===== src/verilog/ual_consts.svh =====
// register map, bit positions and timing counts of the serial status block
`ifndef UAL_CONSTS_SVH
`define UAL_CONSTS_SVH

`define UAL_ADDR_MCR      32'h4000_8010
`define UAL_ADDR_LSR      32'h4000_8014
`define UAL_ADDR_IER      32'h4000_8044
`define UAL_ADDR_MSR      32'h4000_8048
`define UAL_ADDR_FCR      32'h4000_804c
`define UAL_ADDR_IRQ_STAT 32'h4000_8050
`define UAL_ADDR_IRQ_MASK 32'h4000_8054

`define UAL_MCR_AUTO_CTS 7
`define UAL_IER_MS       3
`define UAL_IER_CTS      7
`define UAL_FCR_FIFO_EN  0

`define UAL_LSR_RDR 0
`define UAL_LSR_OE  1
`define UAL_LSR_PE  2

`define UAL_MSR_DCTS 0
`define UAL_MSR_DDSR 1
`define UAL_MSR_TERI 2
`define UAL_MSR_DDCD 3
`define UAL_MSR_CTS  4
`define UAL_MSR_DSR  5
`define UAL_MSR_RI   6
`define UAL_MSR_DCD  7

`define UAL_IRQ_RDA 0
`define UAL_IRQ_OE  1
`define UAL_IRQ_PE  2
`define UAL_IRQ_MS  3
`define UAL_IRQ_W   4

`define UAL_REG_RST   8'h00
`define UAL_BAUD_DIV  16
`define UAL_DATA_BITS 8
`define UAL_SYNC_RST  1'b1

`endif


===== src/verilog/ual_pkg.sv =====
// shared types of the serial status block
package ual_pkg;

    typedef enum logic [3:0] {
        tx_idle  = 4'b0001,
        tx_start = 4'b0010,
        tx_data  = 4'b0100,
        tx_stop  = 4'b1000
    } ual_tx_state_e;

endpackage


===== src/verilog/ual_tx_if.sv =====
// carrier between the top and the flow-gated transmitter
interface ual_tx_if;
    logic auto_en;
    logic cts_n;
    logic valid;
    logic [7:0] data;
    logic take;
    logic txd;

    modport top (output auto_en, output cts_n, output valid, output data,
                 input take, input txd);
    modport gate (input auto_en, input cts_n, input valid, input data,
                  output take, output txd);
endinterface


===== src/verilog/ual_sync.sv =====
// three-stage pin synchroniser with agreement filter, one per bit
`include "ual_consts.svh"
module ual_sync #(
    parameter int W = 4
) (
    input wire logic i_sys_clk,
    input wire logic i_rst,
    input wire logic [W-1:0] i_pin,
    output logic [W-1:0] o_level
);
    genvar g;
    generate
        for (g = 0; g < W; g = g + 1) begin : g_bit
            logic s1_q;
            logic s2_q;
            logic s3_q;
            always_ff @(posedge i_sys_clk) begin
                if (i_rst) begin
                    s1_q <= `UAL_SYNC_RST;
                    s2_q <= `UAL_SYNC_RST;
                    s3_q <= `UAL_SYNC_RST;
                    o_level[g] <= `UAL_SYNC_RST;
                end else begin
                    s1_q <= i_pin[g];
                    s2_q <= s1_q;
                    s3_q <= s2_q;
                    // a change counts only once stages two and three agree
                    if (s2_q == s3_q) begin
                        o_level[g] <= s3_q;
                    end
                end
            end
        end
    endgenerate
endmodule


===== src/verilog/ual_tx_gate.sv =====
// 8n1 serialiser whose byte starts are gated by the cts line
`include "ual_consts.svh"
module ual_tx_gate #(
    parameter int BAUD_DIV = `UAL_BAUD_DIV
) (
    input wire logic i_sys_clk,
    input wire logic i_rst,
    ual_tx_if.gate tx
);
    localparam int CW = $clog2(BAUD_DIV + 1);
    localparam logic [CW-1:0] DIV_END = CW'(BAUD_DIV - 1);
    localparam logic [CW-1:0] DIV_MID = CW'(BAUD_DIV / 2);
    localparam logic [2:0] LAST_BIT = 3'(`UAL_DATA_BITS - 1);

    ual_pkg::ual_tx_state_e state_q;
    logic [CW-1:0] div_q;
    logic [2:0] bit_q;
    logic [7:0] shift_q;
    logic go_q;
    logic go;

    // without auto mode the line is ignored entirely
    assign go = !tx.auto_en || !tx.cts_n;

    always_ff @(posedge i_sys_clk) begin
        if (i_rst) begin
            state_q <= ual_pkg::tx_idle;
            div_q <= '0;
            bit_q <= '0;
            shift_q <= '0;
            go_q <= 1'b0;
            tx.take <= 1'b0;
            tx.txd <= 1'b1;
        end else begin
            tx.take <= 1'b0;
            div_q <= (div_q == DIV_END) ? '0 : div_q + 1'b1;
            case (state_q)
                ual_pkg::tx_idle: begin
                    tx.txd <= 1'b1;
                    div_q <= '0;
                    if (tx.valid && go) begin
                        tx.take <= 1'b1;
                        shift_q <= tx.data;
                        tx.txd <= 1'b0;
                        state_q <= ual_pkg::tx_start;
                    end
                end
                ual_pkg::tx_start: begin
                    if (div_q == DIV_END) begin
                        tx.txd <= shift_q[0];
                        bit_q <= '0;
                        state_q <= ual_pkg::tx_data;
                    end
                end
                ual_pkg::tx_data: begin
                    if (div_q == DIV_END) begin
                        if (bit_q == LAST_BIT) begin
                            tx.txd <= 1'b1;
                            state_q <= ual_pkg::tx_stop;
                        end else begin
                            tx.txd <= shift_q[bit_q + 3'd1];
                            bit_q <= bit_q + 3'd1;
                        end
                    end
                end
                ual_pkg::tx_stop: begin
                    // decision for the next byte is taken mid stop bit
                    if (div_q == DIV_MID) begin
                        go_q <= go;
                    end
                    if (div_q == DIV_END) begin
                        if (tx.valid && go_q) begin
                            tx.take <= 1'b1;
                            shift_q <= tx.data;
                            tx.txd <= 1'b0;
                            state_q <= ual_pkg::tx_start;
                        end else begin
                            state_q <= ual_pkg::tx_idle;
                        end
                    end
                end
                default: begin
                    state_q <= ual_pkg::tx_idle;
                end
            endcase
        end
    end
endmodule


===== src/verilog/ual_top.sv =====
// cts flow gating, modem status interrupt and low line status flags
// Summary of operation
// - in auto mode, cts is sampled before each new byte starts
// - in auto mode, the next byte starts only if cts was low in idle or at mid stop bit
// - in auto mode cts change sets delta flag; interrupt needs cts enable
// - modem interrupt never fires while its enable bit is clear
// - modem interrupt from dcd, ri, dsr deltas, or gated delta cts
// - negated cts: finish current char, hold line at one, then resume
// - auto mode off: send everything queued regardless of cts
// - data ready follows an unread character; clears when fifo empties
// - char done into full fifo: set overrun, drop new char, keep fifo
// - reading line status clears overrun
// - bad parity sets parity error; line status read clears it
// - parity error belongs to fifo head; timing follows fifo enable
// - auto flow enable is bit 7 of the modem control register
`include "ual_consts.svh"
module ual_top #(
    parameter int BAUD_DIV = `UAL_BAUD_DIV
) (
    // clock and reset
    input wire logic i_sys_clk,
    input wire logic i_rst,
    // register port
    input wire logic [31:0] i_reg_addr,
    input wire logic [31:0] i_reg_wdata,
    input wire logic i_reg_wr,
    input wire logic i_reg_rd,
    output logic [31:0] o_reg_rdata,
    // modem pins, active low
    input wire logic i_cts_n,
    input wire logic i_dsr_n,
    input wire logic i_dcd_n,
    input wire logic i_ri_n,
    // transmit fifo and serial output
    input wire logic i_tx_valid,
    input wire logic [7:0] i_tx_data,
    output logic o_tx_pop,
    output logic o_txd,
    // receive shift register and fifo
    input wire logic i_rx_done,
    input wire logic i_rx_parity_bad,
    input wire logic i_rx_fifo_full,
    input wire logic i_rx_fifo_empty,
    input wire logic i_rx_head_new,
    input wire logic i_rx_head_parity_bad,
    output logic o_rx_push,
    // interrupts
    output logic o_modem_int,
    output logic o_irq
);
    logic [7:0] interrupt_enable_reg_q;
    logic [7:0] modem_control_reg_q;
    logic [7:0] fifo_control_reg_q;
    logic [`UAL_IRQ_W-1:0] irq_mask_q;
    logic [`UAL_IRQ_W-1:0] irq_stat_q;
    logic [`UAL_IRQ_W-1:0] irq_stat_d;
    logic [`UAL_IRQ_W-1:0] irq_event;
    logic [3:0] delta_q;
    logic [3:0] pins_prev_q;
    logic [3:0] pins_sync;
    logic rx_data_ready_q;
    logic overrun_q;
    logic parity_error_q;
    logic ms_int_d;
    logic auto_tx_flow_enable;
    logic wr_hit_lsr;
    logic rd_lsr;
    logic rd_msr;
    logic oe_set;
    logic pe_set;
    logic [7:0] modem_status_reg;
    logic [7:0] line_status_reg;

    ual_tx_if tx ();

    // pin order: cts, dsr, ri, dcd
    ual_sync #(
        .W(4)
    ) u_sync (
        .i_sys_clk(i_sys_clk),
        .i_rst(i_rst),
        .i_pin({i_dcd_n, i_ri_n, i_dsr_n, i_cts_n}),
        .o_level(pins_sync)
    );

    ual_tx_gate #(
        .BAUD_DIV(BAUD_DIV)
    ) u_tx (
        .i_sys_clk(i_sys_clk),
        .i_rst(i_rst),
        .tx(tx.gate)
    );

    assign auto_tx_flow_enable =
        modem_control_reg_q[`UAL_MCR_AUTO_CTS];
    assign tx.auto_en = auto_tx_flow_enable;
    assign tx.cts_n = pins_sync[0];
    assign tx.valid = i_tx_valid;
    assign tx.data = i_tx_data;

    assign rd_lsr = i_reg_rd && (i_reg_addr == `UAL_ADDR_LSR);
    assign rd_msr = i_reg_rd && (i_reg_addr == `UAL_ADDR_MSR);
    assign wr_hit_lsr = i_reg_wr && (i_reg_addr == `UAL_ADDR_LSR);

    // line status is read only; writes to it fall away
    assign line_status_reg = {5'h00, parity_error_q, overrun_q,
                              rx_data_ready_q};
    // state half shows the pins active high
    assign modem_status_reg = {~pins_sync[3], ~pins_sync[2],
                               ~pins_sync[1], ~pins_sync[0], delta_q};

    // writable control registers
    always_ff @(posedge i_sys_clk) begin
        if (i_rst) begin
            interrupt_enable_reg_q <= `UAL_REG_RST;
            modem_control_reg_q <= `UAL_REG_RST;
            fifo_control_reg_q <= `UAL_REG_RST;
            irq_mask_q <= '0;
        end else if (i_reg_wr && !wr_hit_lsr) begin
            if (i_reg_addr == `UAL_ADDR_IER) begin
                interrupt_enable_reg_q <= i_reg_wdata[7:0];
            end else if (i_reg_addr == `UAL_ADDR_MCR) begin
                modem_control_reg_q <= i_reg_wdata[7:0];
            end else if (i_reg_addr == `UAL_ADDR_FCR) begin
                fifo_control_reg_q <= i_reg_wdata[7:0];
            end else if (i_reg_addr == `UAL_ADDR_IRQ_MASK) begin
                irq_mask_q <= i_reg_wdata[`UAL_IRQ_W-1:0];
            end
        end
    end

    // read data stands in the cycle after the strobe only
    always_ff @(posedge i_sys_clk) begin
        if (i_rst) begin
            o_reg_rdata <= '0;
        end else if (!i_reg_rd) begin
            o_reg_rdata <= '0;
        end else if (i_reg_addr == `UAL_ADDR_LSR) begin
            o_reg_rdata <= {24'h000000, line_status_reg};
        end else if (i_reg_addr == `UAL_ADDR_MSR) begin
            o_reg_rdata <= {24'h000000, modem_status_reg};
        end else if (i_reg_addr == `UAL_ADDR_IER) begin
            o_reg_rdata <= {24'h000000, interrupt_enable_reg_q};
        end else if (i_reg_addr == `UAL_ADDR_MCR) begin
            o_reg_rdata <= {24'h000000, modem_control_reg_q};
        end else if (i_reg_addr == `UAL_ADDR_FCR) begin
            o_reg_rdata <= {24'h000000, fifo_control_reg_q};
        end else if (i_reg_addr == `UAL_ADDR_IRQ_STAT) begin
            o_reg_rdata <= {28'h0000000, irq_stat_q};
        end else if (i_reg_addr == `UAL_ADDR_IRQ_MASK) begin
            o_reg_rdata <= {28'h0000000, irq_mask_q};
        end else begin
            o_reg_rdata <= '0;
        end
    end

    // modem deltas: sticky, cleared by a status read, a new edge wins
    always_ff @(posedge i_sys_clk) begin
        if (i_rst) begin
            pins_prev_q <= 4'hf;
            delta_q <= 4'h0;
        end else begin
            pins_prev_q <= pins_sync;
            // delta cts is set in auto mode too
            delta_q[`UAL_MSR_DCTS] <= (pins_sync[0] != pins_prev_q[0])
                || (delta_q[`UAL_MSR_DCTS] && !rd_msr);
            delta_q[`UAL_MSR_DDSR] <= (pins_sync[1] != pins_prev_q[1])
                || (delta_q[`UAL_MSR_DDSR] && !rd_msr);
            // ring indicator only flags its trailing edge
            delta_q[`UAL_MSR_TERI] <= (pins_sync[2] && !pins_prev_q[2])
                || (delta_q[`UAL_MSR_TERI] && !rd_msr);
            delta_q[`UAL_MSR_DDCD] <= (pins_sync[3] != pins_prev_q[3])
                || (delta_q[`UAL_MSR_DDCD] && !rd_msr);
        end
    end

    always_comb begin
        ms_int_d = 1'b0;
        if (interrupt_enable_reg_q[`UAL_IER_MS]) begin
            ms_int_d = (|delta_q[`UAL_MSR_DDCD:`UAL_MSR_DDSR])
                || (delta_q[`UAL_MSR_DCTS]
                    && (!auto_tx_flow_enable
                        || interrupt_enable_reg_q[`UAL_IER_CTS]));
        end
    end

    always_ff @(posedge i_sys_clk) begin
        if (i_rst) begin
            o_modem_int <= 1'b0;
        end else begin
            o_modem_int <= ms_int_d;
        end
    end

    // receive side errors
    assign oe_set = i_rx_done && i_rx_fifo_full;
    // with the fifo on, parity is reported as the char reaches the head
    assign pe_set = fifo_control_reg_q[`UAL_FCR_FIFO_EN]
        ? (i_rx_head_new && i_rx_head_parity_bad)
        : (i_rx_done && i_rx_parity_bad && !i_rx_fifo_full);

    always_ff @(posedge i_sys_clk) begin
        if (i_rst) begin
            rx_data_ready_q <= 1'b0;
            overrun_q <= 1'b0;
            parity_error_q <= 1'b0;
            o_rx_push <= 1'b0;
        end else begin
            rx_data_ready_q <= !i_rx_fifo_empty;
            // the full fifo is never overwritten
            o_rx_push <= i_rx_done && !i_rx_fifo_full;
            overrun_q <= oe_set || (overrun_q && !rd_lsr);
            parity_error_q <= pe_set
                || (parity_error_q && !rd_lsr);
        end
    end

    // transmit handshake back to the fifo
    always_ff @(posedge i_sys_clk) begin
        if (i_rst) begin
            o_tx_pop <= 1'b0;
            o_txd <= 1'b1;
        end else begin
            o_tx_pop <= tx.take;
            o_txd <= tx.txd;
        end
    end

    // sticky interrupt status, write one to clear, new event wins
    assign irq_event[`UAL_IRQ_RDA] = !i_rx_fifo_empty && !rx_data_ready_q;
    assign irq_event[`UAL_IRQ_OE] = oe_set;
    assign irq_event[`UAL_IRQ_PE] = pe_set;
    assign irq_event[`UAL_IRQ_MS] = ms_int_d && !o_modem_int;

    always_comb begin
        irq_stat_d = irq_stat_q;
        if (i_reg_wr && (i_reg_addr == `UAL_ADDR_IRQ_STAT)) begin
            irq_stat_d = irq_stat_q & ~i_reg_wdata[`UAL_IRQ_W-1:0];
        end
        irq_stat_d = irq_stat_d | irq_event;
    end

    always_ff @(posedge i_sys_clk) begin
        if (i_rst) begin
            irq_stat_q <= '0;
            o_irq <= 1'b0;
        end else begin
            irq_stat_q <= irq_stat_d;
            o_irq <= |(irq_stat_d & irq_mask_q);
        end
    end
endmodule


===== config.mk =====
export PLATFORM = sky130hd
export DESIGN_NAME = ual_top
export DESIGN_NICKNAME = d
export VERILOG_FILES = /design/src/verilog/ual_pkg.sv /design/src/verilog/ual_tx_if.sv /design/src/verilog/ual_sync.sv /design/src/verilog/ual_tx_gate.sv /design/src/verilog/ual_top.sv
export VERILOG_INCLUDE_DIRS = /design/src /design/src/verilog
export SDC_FILE = /design/constraint.sdc
export NUM_CORES = 1
export LEC_CHECK = 0
export ABC_CLOCK_PERIOD_IN_PS = 3680
export BUFFER_PORTS_ARGS = -buffer_cell sky130_fd_sc_hd__buf_2
export CORE_ASPECT_RATIO = 0.7
export CORE_UTILIZATION = 50
export CTS_CLUSTER_SIZE = 24
export DETAILED_ROUTE_END_ITERATION = 16
export PLACE_DENSITY = 0.82
export REMOVE_ABC_BUFFERS = 1
export SLEW_MARGIN = 0
export SYNTH_ARGS = -nofsm -noshare
export SYNTH_HDL_FRONTEND = slang
export SYNTH_SLANG_ARGS = --single-unit

===== constraint.sdc =====
create_clock -name i_sys_clk -period 3.68 [get_ports i_sys_clk]
set_input_delay 1.104 -clock i_sys_clk [delete_from_list [all_inputs] [get_ports i_sys_clk]]
set_output_delay 1.104 -clock i_sys_clk [all_outputs]
set_load 0.005 [all_outputs]

# Word level (Yosys, flattened, before mapping)
# Index checks and enable logic that the tools add are counted.
totals:
  register_bits: 119
  latch_bits: 0
  ram_bits: 0
  mem_bits_ro: 0
  in_bits: 87
  output_inout_bits: 37
  word_cells: 181
  mem_count: 0
op_classes:
  n_addsub: 2
  multipliers: 0
  n_div: 0
  order_cmp: 1
  eq_ne: 28
  shift: 0
  muxes: 38
  bitwise: 12
  reduce_logical: 59
ops:
  columns: ["op", "n"]
  rows:
  - ["$eq 32x31->1 const B", 7]
  - ["$mux 8", 7]
  - ["$mux 4", 8]
  - ["$logic_and 1x1->1", 22]
  - ["$pmux 4 s4", 1]
  - ["$pmux 8 s2", 1]
  - ["$reduce_and 5->1", 3]
  - ["$mux 1", 12]
  - ["$mux 3", 4]
  - ["$ne 2x1->1 const B", 6]
  - ["$reduce_and 4->1", 3]
  - ["$eq 5x4->1 const B", 2]
  - ["$logic_not 1->1", 10]
  - ["$logic_or 1x1->1", 9]
  - ["$reduce_or 3->1", 3]
  - ["$and 4x4->4", 2]
  - ["$not 1->1", 8]
  - ["$reduce_or 8->1", 1]
  - ["$pmux 3 s2", 1]
  - ["$add 5x1->5 const B", 1]
  - ["$eq 1x1->1", 4]
  - ["$eq 4x1->1 const B", 1]
  - ["$eq 4x2->1 const B", 1]
  - ["$eq 4x3->1 const B", 1]
  - ["18 further kinds", 22]

# Logic depth before layout (Yosys ltp)
# Gate-level depths: netlist of run 1.
depth:
  word_depth: 9
  ltp_mapped: 8
  mapped_depth_nobuf: 8

# Modules after synthesis
# A second synthesis of run 1 with hierarchy kept.
hier_totals:
  cells_unflattened: 474
  hier_area_um2: 4538.1
by_module_without_submodules:
  columns: ["mod", "instances", "cells_each", "area_per_inst_um2", "seq_area_each_um2"]
  rows:
  - ["ual_top", 1, 293, 2780.2, 1121.1]
  - ["ual_tx_gate", 1, 140, 1286.2, 460.4]
  - ["ual_sync", 1, 41, 471.7, 320.3]

# Worst setup path after synthesis of run 1
# No wires, ideal clock.
synth_path:
  kind: "in2reg"
  from: "input i_reg_addr[18]"
  to: "register fifo_control_reg_q[0]"
  setup_ns: 0.128
  arrival_time_ns: 2.588
  required_ns: 3.552
  path_slack_ns: 0.964
  cell_stages: 5
  path_buffers: 0
  cell_sequence: "nor4_4 > nand4_4 > nor4_4 > mux2i_1 > nor2_1"
synth_via:
  elab_chain_len: 5
  word_cells_on_any_way: 10
  cone_classes: "4 x eq/ne; 2 x bitwise; 4 x reduce/logical"
synth_rtl:
  columns: ["item", "line_no", "rtl"]
  rows:
  - ["start: declaration", "ual_top.sv:24", "input wire logic [31:0] i_reg_addr,"]
  - ["$eq 32x31->1 (no source line)", null, null]
  - ["$logic_and 1x1->1", "ual_top.sv:103", "assign wr_hit_lsr = i_reg_wr && (i_reg_addr == `UAL_ADDR_LSR);"]
  - ["$logic_not 1->1", "ual_top.sv:119", "end else if (i_reg_wr && !wr_hit_lsr) begin"]
  - ["$logic_and 1x1->1", "ual_top.sv:119", null]
  - ["$reduce_and 4->1 (no source line) (*)", null, null]
  - ["end signal: assignment", "ual_top.sv:117", "fifo_control_reg_q <= `UAL_REG_RST;"]
  - ["end signal: assignment", "ual_top.sv:125", "fifo_control_reg_q <= i_reg_wdata[7:0];"]
  - ["end: declaration", "ual_top.sv:53", "logic [7:0] fifo_control_reg_q;"]
# Mark *: on every way between the ends. The rest lies on a longest branch, timed or not.
# A chain may end at the register's enable or synchronous reset.

# Final worst setup path of run 1
layout_path:
  from: "input i_reg_addr[24]"
  to: "register o_reg_rdata[3]"
layout_via:
  elab_chain_len: 7
  word_cells_on_any_way: 14
  cone_classes: "7 x eq/ne; 6 x mux; 1 x reduce/logical"
layout_rtl:
  columns: ["item", "line_no", "rtl"]
  rows:
  - ["$eq 32x31->1 (no source line)", null, null]
  - ["$mux 4", "ual_top.sv:150", "end else if (i_reg_addr == `UAL_ADDR_IRQ_MASK) begin"]
  - ["$mux 4", "ual_top.sv:148", "end else if (i_reg_addr == `UAL_ADDR_IRQ_STAT) begin"]
  - ["$mux 8", "ual_top.sv:146", "end else if (i_reg_addr == `UAL_ADDR_FCR) begin"]
  - ["$mux 8", "ual_top.sv:144", "end else if (i_reg_addr == `UAL_ADDR_MCR) begin"]
  - ["$mux 8", "ual_top.sv:142", "end else if (i_reg_addr == `UAL_ADDR_IER) begin"]
  - ["$mux 8", "ual_top.sv:140", "end else if (i_reg_addr == `UAL_ADDR_MSR) begin"]
  - ["end signal: assignment", "ual_top.sv:141", "o_reg_rdata <= {24'h000000, modem_status_reg};"]
  - ["end signal: assignment", "ual_top.sv:143", "o_reg_rdata <= {24'h000000, interrupt_enable_reg_q};"]
  - ["end signal: assignment", "ual_top.sv:145", "o_reg_rdata <= {24'h000000, modem_control_reg_q};"]
  - ["end: declaration", "ual_top.sv:28", "output logic [31:0] o_reg_rdata,"]
# Several ways; a longest one is shown, not always the timed one.

==> results of run 1 <==
==> per-stage QoR <==
stage          instance area [um2]  utilization (%)  total power [mW]
2_1_floorplan                 4260                -              1.19
3_3_place_gp                  4830             56.8              1.27
3_5_place_dp                  4830             56.8              1.28
4_1_cts                       5170             60.8              2.32
5_1_grt                       5170             60.8              2.38
6_report                      5170             60.8              2.29
==> cell families (layout without fill, tap and decap cells) <==
family	count (synthesis)	after routing	synth area share, %
fa+ha+maj	5	5	1.41
buf+inv	51	105	6.55
mux	40	40	9.85
xor+xnor	6	6	1.19
other cells	1	24	0.0846
simple gates	187	187	25.6
compound gates	82	82	12.4
flops	95	95	42.9
==> worst max-delay path, delay by kind of cell <==
family | cells | cell delay (ns)
AOI/OAI and AO/OA | 2 | 0.44
buffers and inverters | 1 | 0.10
and+or+nand+nor | 3 | 1.43
==> final cells by class <==
type / count / area share, %
clock buffer: 11 / 4.88
sequential: 95 / 36.8
inverter: 7 / 0.508
multi-input combinational: 344 / 45.0
clock inverter: 5 / 1.69
timing repair buffer: 82 / 8.27
tap: 120 / 2.90
==> worst paths after layout <==
kind	start	endpoint	slack, ns	cells past startpoint
worst min-delay path	u_sync.g_bit[1].s1_q	u_sync.g_bit[1].s2_q	0.41	1
worst max-delay path	i_reg_addr[24]	o_reg_rdata[3]	0.87	6
worst min register to register	u_sync.g_bit[1].s1_q	u_sync.g_bit[1].s2_q	0.41	1
worst max register to register	u_tx.bit_q[0]	u_tx.tx.txd	1.47	6
==> cell usage after synthesis, types with 5 or more instances <==
| library cell | instances | share of area (%) |
|---|---|---|
| nor2b_1 | 6 | 0.85 |
| ha_1 | 5 | 1.4 |
| nand3_1 | 15 | 1.7 |
| o22ai_1 | 8 | 1.1 |
| a211oi_1 | 5 | 0.85 |
| inv_1 | 7 | 0.59 |
| nor4_4 | 7 | 3.4 |
| mux2i_1 | 29 | 6.5 |
| nand4_1 | 9 | 1.3 |
| nand2b_1 | 18 | 2.5 |
| buf_4 | 24 | 4.1 |
| o21ai_0 | 10 | 1.1 |
| nor2_1 | 55 | 4.7 |
| a21oi_1 | 22 | 2.5 |
| dfxtp_1 | 95 | 43 |
| mux2_2 | 9 | 2.3 |
| or2_2 | 18 | 2.5 |
| a22oi_1 | 5 | 0.85 |
| clkbuf_1 | 17 | 1.4 |
| nand2_1 | 28 | 2.4 |
==> power by group through the flow <==
stage	combinational, mW	sequential (mW)	clock [mW]
floorplan	0.0973	1.09	0
global placement	0.179	1.09	0
detailed placement	0.186	1.09	0
CTS	0.187	1.07	1.06
global route	0.210	1.07	1.10
finish	0.189	1.07	1.03
==> flip-flops by register name, summed over array words and instances (netlist names), 5 cells and up <==
name                    flops
u_tx.div_q                  5
o_reg_rdata                 8
interrupt_enable_reg_q      8
modem_control_reg_q         8
fifo_control_reg_q          8
u_tx.shift_q                8
==> per-layer routing <==
metal | part of all wire [%] | track usage, % | vias up
li1 | - | - | 1760
met4 | 0.74 | 6.88 | 0
met2 | 48 | 41.2 | 157
met1 | 43 | 28.6 | 1742
met3 | 7.8 | 6.42 | 7
met5 | 0 | 0 | -
==> metrics, run 1 <==
outcome finished, final reports clean; dpl ws 0.512 ns; peak fanout along the critical path 6; final WL 10,200 um; Clk network pwr share 45.0%; CTS root buffer clkbuf_16; sequential share of power 46.7%; Die H 80.8 um; die area 9250 um2; Worst EP required 3.94 ns; count of synthesis-stage warnings from yosys 0; Antenna Nets Post-Route 0; ys flop type dfxtp_1; setup tns final 0 ns; io pins 124; Starting Density 52.1%; combinational power share 8.2%; Avg Inst Size Synth 9.50 um2; first-pass GRT wire length 16,700 um; most frequent cells in the layout dfxtp_1, buf_2, nor2_1; crit path cell chain buf_2 > nor4_2 > nand4_2 > nor3_1 > a222oi_1 > a211oi_2; Max-Cap Viols 0; nets 631; Final period util 76.3%; EDFF count, synth 0; final hold vios 0; number of buffers added for setup after CTS 0; CP endpoint kind flop; WS Path Type in -> reg; Slew Limit Fails 0; clk sinks 95; DRT iter0 DRCs 199; library cells used by synthesis 58; sw frac 22.6%; footprint of the multi-input gates 2330 um2; latest clock arrival within the worst-skew pair 0.34 ns; GPL Wtd Cong 0.929; P_sw 519 uW; share of cells above drive strength 1 26.5%; core box area 8510 um2; Worst-Margin Slew 0.876 ns; TritonRoute pass-1 iters 6; Hold Crit Class reg -> reg; Final Skew 0.00558 ns; PwrDens 443 nW/um2; CTS Buffer Depth 2; Pint 1.77 mW; commonest non-fill, non-tap cell in the layout dfxtp_1; IO buf count 75; critical path startpoint category input port; RSZ-0062 raised after global routing no; CTS tree yes; CTS buffer count 9; detail-routed net length per standard cell 15.3 um; WP data arrival 3.06 ns; htree depth 3; filler instances 717; Max Clk Rate 356 MHz; DRC violations left 0; synthesized area 4430 um2; fin crit period 2.81 ns; hpwl dp 7330 um; Mapped Cells 467; CTS clk-pin slew, worst paths 0.07 ns; setup ws final 0.872 ns; largest net degree at the start of global routing 52; initial antenna violation count 0; site row count 28; slew margin rel. 41.6%; Post-synth ARST share 0%; Sequential Area 1900 um2; Yosys reg bits 95; Hold Slack 0.409 ns; Leakage Power 2.08 nW; non-filler instance count after layout 664; PostCTS Resize Cnt 0; vias in the first global route 3,602; ant diodes 0; die width 115 um; area delta synth->final 16.7%; # hold bufs at CTS 0; Worst path max stage delay 0.55 ns; # setup viols final 0; register area share after synthesis 42.9%; placed instance count 648; DR vias 3,666; Critical Path Slowest Stage Cell nor3_1; Vias/cell 5.52; peak supply drop 0.272 mV; GR Util All Layers 23.5%; remaining global-route overflow 0
Note: power is estimated with default switching activity, not from simulation.
==> run 2, diff against run 1 <==
--- a/config.mk
+++ b/config.mk
@@ -6,7 +6,8 @@
 export SDC_FILE = /design/constraint.sdc
 export NUM_CORES = 1
 export LEC_CHECK = 0
-export ABC_CLOCK_PERIOD_IN_PS = 3680
+export ABC_AREA = 1
+export ABC_CLOCK_PERIOD_IN_PS = 2800
 export BUFFER_PORTS_ARGS = -buffer_cell sky130_fd_sc_hd__buf_2
 export CORE_ASPECT_RATIO = 0.7
 export CORE_UTILIZATION = 50
==> constraint.sdc (replaced) <==
create_clock -name i_sys_clk -period 2.8 [get_ports i_sys_clk]
set_input_delay 0.84 -clock i_sys_clk [delete_from_list [all_inputs] [get_ports i_sys_clk]]
set_output_delay 0.84 -clock i_sys_clk [all_outputs]
set_load 0.005 [all_outputs]
==> metrics, run 2 <==
die area 9470 um2; hpwl dp 7440 um; site row count 28; Leakage Power 2.50 nW; clk sinks 95; CTS clk-pin slew, worst paths 0.07 ns; DRC violations left 0; setup tns final 0 ns; # hold bufs at CTS 0; count leader, synth nand2_1; Worst path max stage delay 0.54 ns; number of buffers added for setup after CTS 0; vias in the first global route 3,574; Critical Path Slowest Stage Cell nor2_1; Worst-Margin Slew 0.637 ns; ant diodes 0; FF-to-FF setup slack 0.88 ns; core box area 8620 um2; R2R Path Start u_tx.div_q[0]; die width 116 um; min-delay src u_sync.g_bit[3].s1_q; Die H 81.7 um; Max-Cap Viols 0; io pins 124; GR Util All Layers 21.9%; placed cell area 4950 um2; TritonRoute pass-1 iters 5; detail-routed net length per standard cell 11.8 um; non-filler instance count after layout 839; Max Clk Rate 440 MHz; peak fanout along the critical path 12; Hold Crit Class reg -> reg; reg2reg end u_tx.shift_q[0]; GPL Wtd Cong 0.858; final design utilization 61.0%; Final period util 81.1%; crit path cell chain buf_2 > nor2_1 > nand2_1 > nor2_2 > nand2_4 > nor2_8 > nand3_4 > nor2_1 > o21ai_0 > a21oi_1; htree depth 3; initial antenna violation count 0; Mapped Cells 636; share of cells above drive strength 1 20.0%; hold endpoint u_sync.g_bit[3].s2_q; Yosys reg bits 95; leading post-synthesis cells by cell area dfxtp_1, nand2_1, nor2_1; Worst EP required 3.07 ns; slew margin rel. 57.4%; placed instance count 823; EDFF count, synth 0; ys flop type dfxtp_1; DRT iter0 DRCs 258; critical path startpoint category input port; final WL 9940 um; Starting Density 52.7%; Synth area leader dfxtp_1; Slew Limit Fails 0; Final Skew 0.00708 ns; final std cell area, no fill 5260 um2; first-pass GRT wire length 15,900 um; Worst Path Buf+Inv 1; Worst Reg2Reg Path Length in Cells 8; synth cell count leaders nand2_1, dfxtp_1, nor2_1; CTS tree yes; IO buf count 75; CTS root buffer clkbuf_16; Antenna Nets Post-Route 0; # setup viols final 0; CTS buffer count 9; most frequent cells in the layout nand2_1, dfxtp_1, nor2_1; hold path cells 1; register area share after synthesis 41.9%; library cells used by synthesis 39; Post-synth ARST share 0%; CP endpoint kind flop; latest clock arrival within the worst-skew pair 0.34 ns; area delta synth->final 15.8%; final hold vios 0; Top delay family on crit path simple AND/OR/NAND/NOR gates; RSZ-0062 raised after global routing no; CTS Buffer Depth 2; WP data arrival 2.54 ns; Avg Inst Size Synth 7.14 um2; cell mode on critical path nor2_1; nets 806; WS Path Type in -> reg; Vias/cell 4.93; peak supply drop 0.500 mV; PwrDens 599 nW/um2; largest net degree at the start of global routing 43; outcome finished, final reports clean; commonest non-fill, non-tap cell in the layout nand2_1; Yosys top cell area share 41.9%; DR vias 4,138; remaining global-route overflow 0; PostCTS Resize Cnt 0; count of synthesis-stage warnings from yosys 0; fin crit period 2.27 ns; synthesized area 4540 um2
run 2: cell type report:
class	count	area (um2)
well taps	120	150
repair buffers	81	420
multi-input cells	435	2140
fillers	785	3360
flip-flops and latches	95	1900
inverters	92	345
clock inverters	7	82.6
clock buffers	9	225
run 2: worst reg2reg max path: stages (launching register included):
cell	delay, ns
dfxtp_1	0.38
ha_1	0.18
nand2_1	0.07
nor2_1	0.12
ha_1	0.25
a22o_2	0.25
clkinv_1	0.26
o21ai_0	0.23
a21oi_1	0.06
run 2: power by group:
part           internal [mW]  total, mW  switching [mW]
Combinational          0.155      0.430           0.274
Clock                  0.702       1.23           0.532
Sequential              1.44       1.49          0.0475
Total                   2.30       3.15           0.853
run 2: metal layers:
metal	wire length, um	GRT usage, %
met5	0	0
met4	58	4.87
met3	768	6.35
met2	4510	37.6
met1	4600	27.3
run 2: how the worst max path moves through the flow:
stage          cells after the start  slack [ns]            from                   endpoint
2_1_floorplan                      9        0.54  i_reg_addr[23]  interrupt_enable_reg_q[0]
3_3_place_gp                      10        0.26  i_reg_addr[23]  interrupt_enable_reg_q[3]
3_5_place_dp                      10        0.15  i_reg_addr[25]  interrupt_enable_reg_q[3]
4_1_cts                           10        0.51  i_reg_addr[25]  interrupt_enable_reg_q[3]
5_1_grt                           10        0.24  i_reg_addr[25]  interrupt_enable_reg_q[2]
6_report                          10        0.53  i_reg_addr[25]  interrupt_enable_reg_q[3]
run 2: metrics by stage:
stage | setup slack [ns] | total power, mW | hold WS (ns)
finish | 0.530 | 3.15 | 0.409
global route | 0.239 | 3.31 | 0.419
CTS | 0.512 | 3.18 | 0.411
detailed placement | 0.150 | 1.94 | 0.394
global placement | 0.262 | 1.92 | 0.390
floorplan | 0.541 | 1.79 | 0.388
run 2: cell families after synthesis:
logic type / count (synthesis) / share of synthesized area, %
flip-flops: 95 / 41.9
buffers and inverters: 129 / 13.0
AND/OR/NAND/NOR: 301 / 31.1
XOR/XNOR: 3 / 0.579
AO/OA/AOI/OAI: 102 / 12.0
other: 1 / 0.0826
adder cells (fa/ha/maj): 5 / 1.38
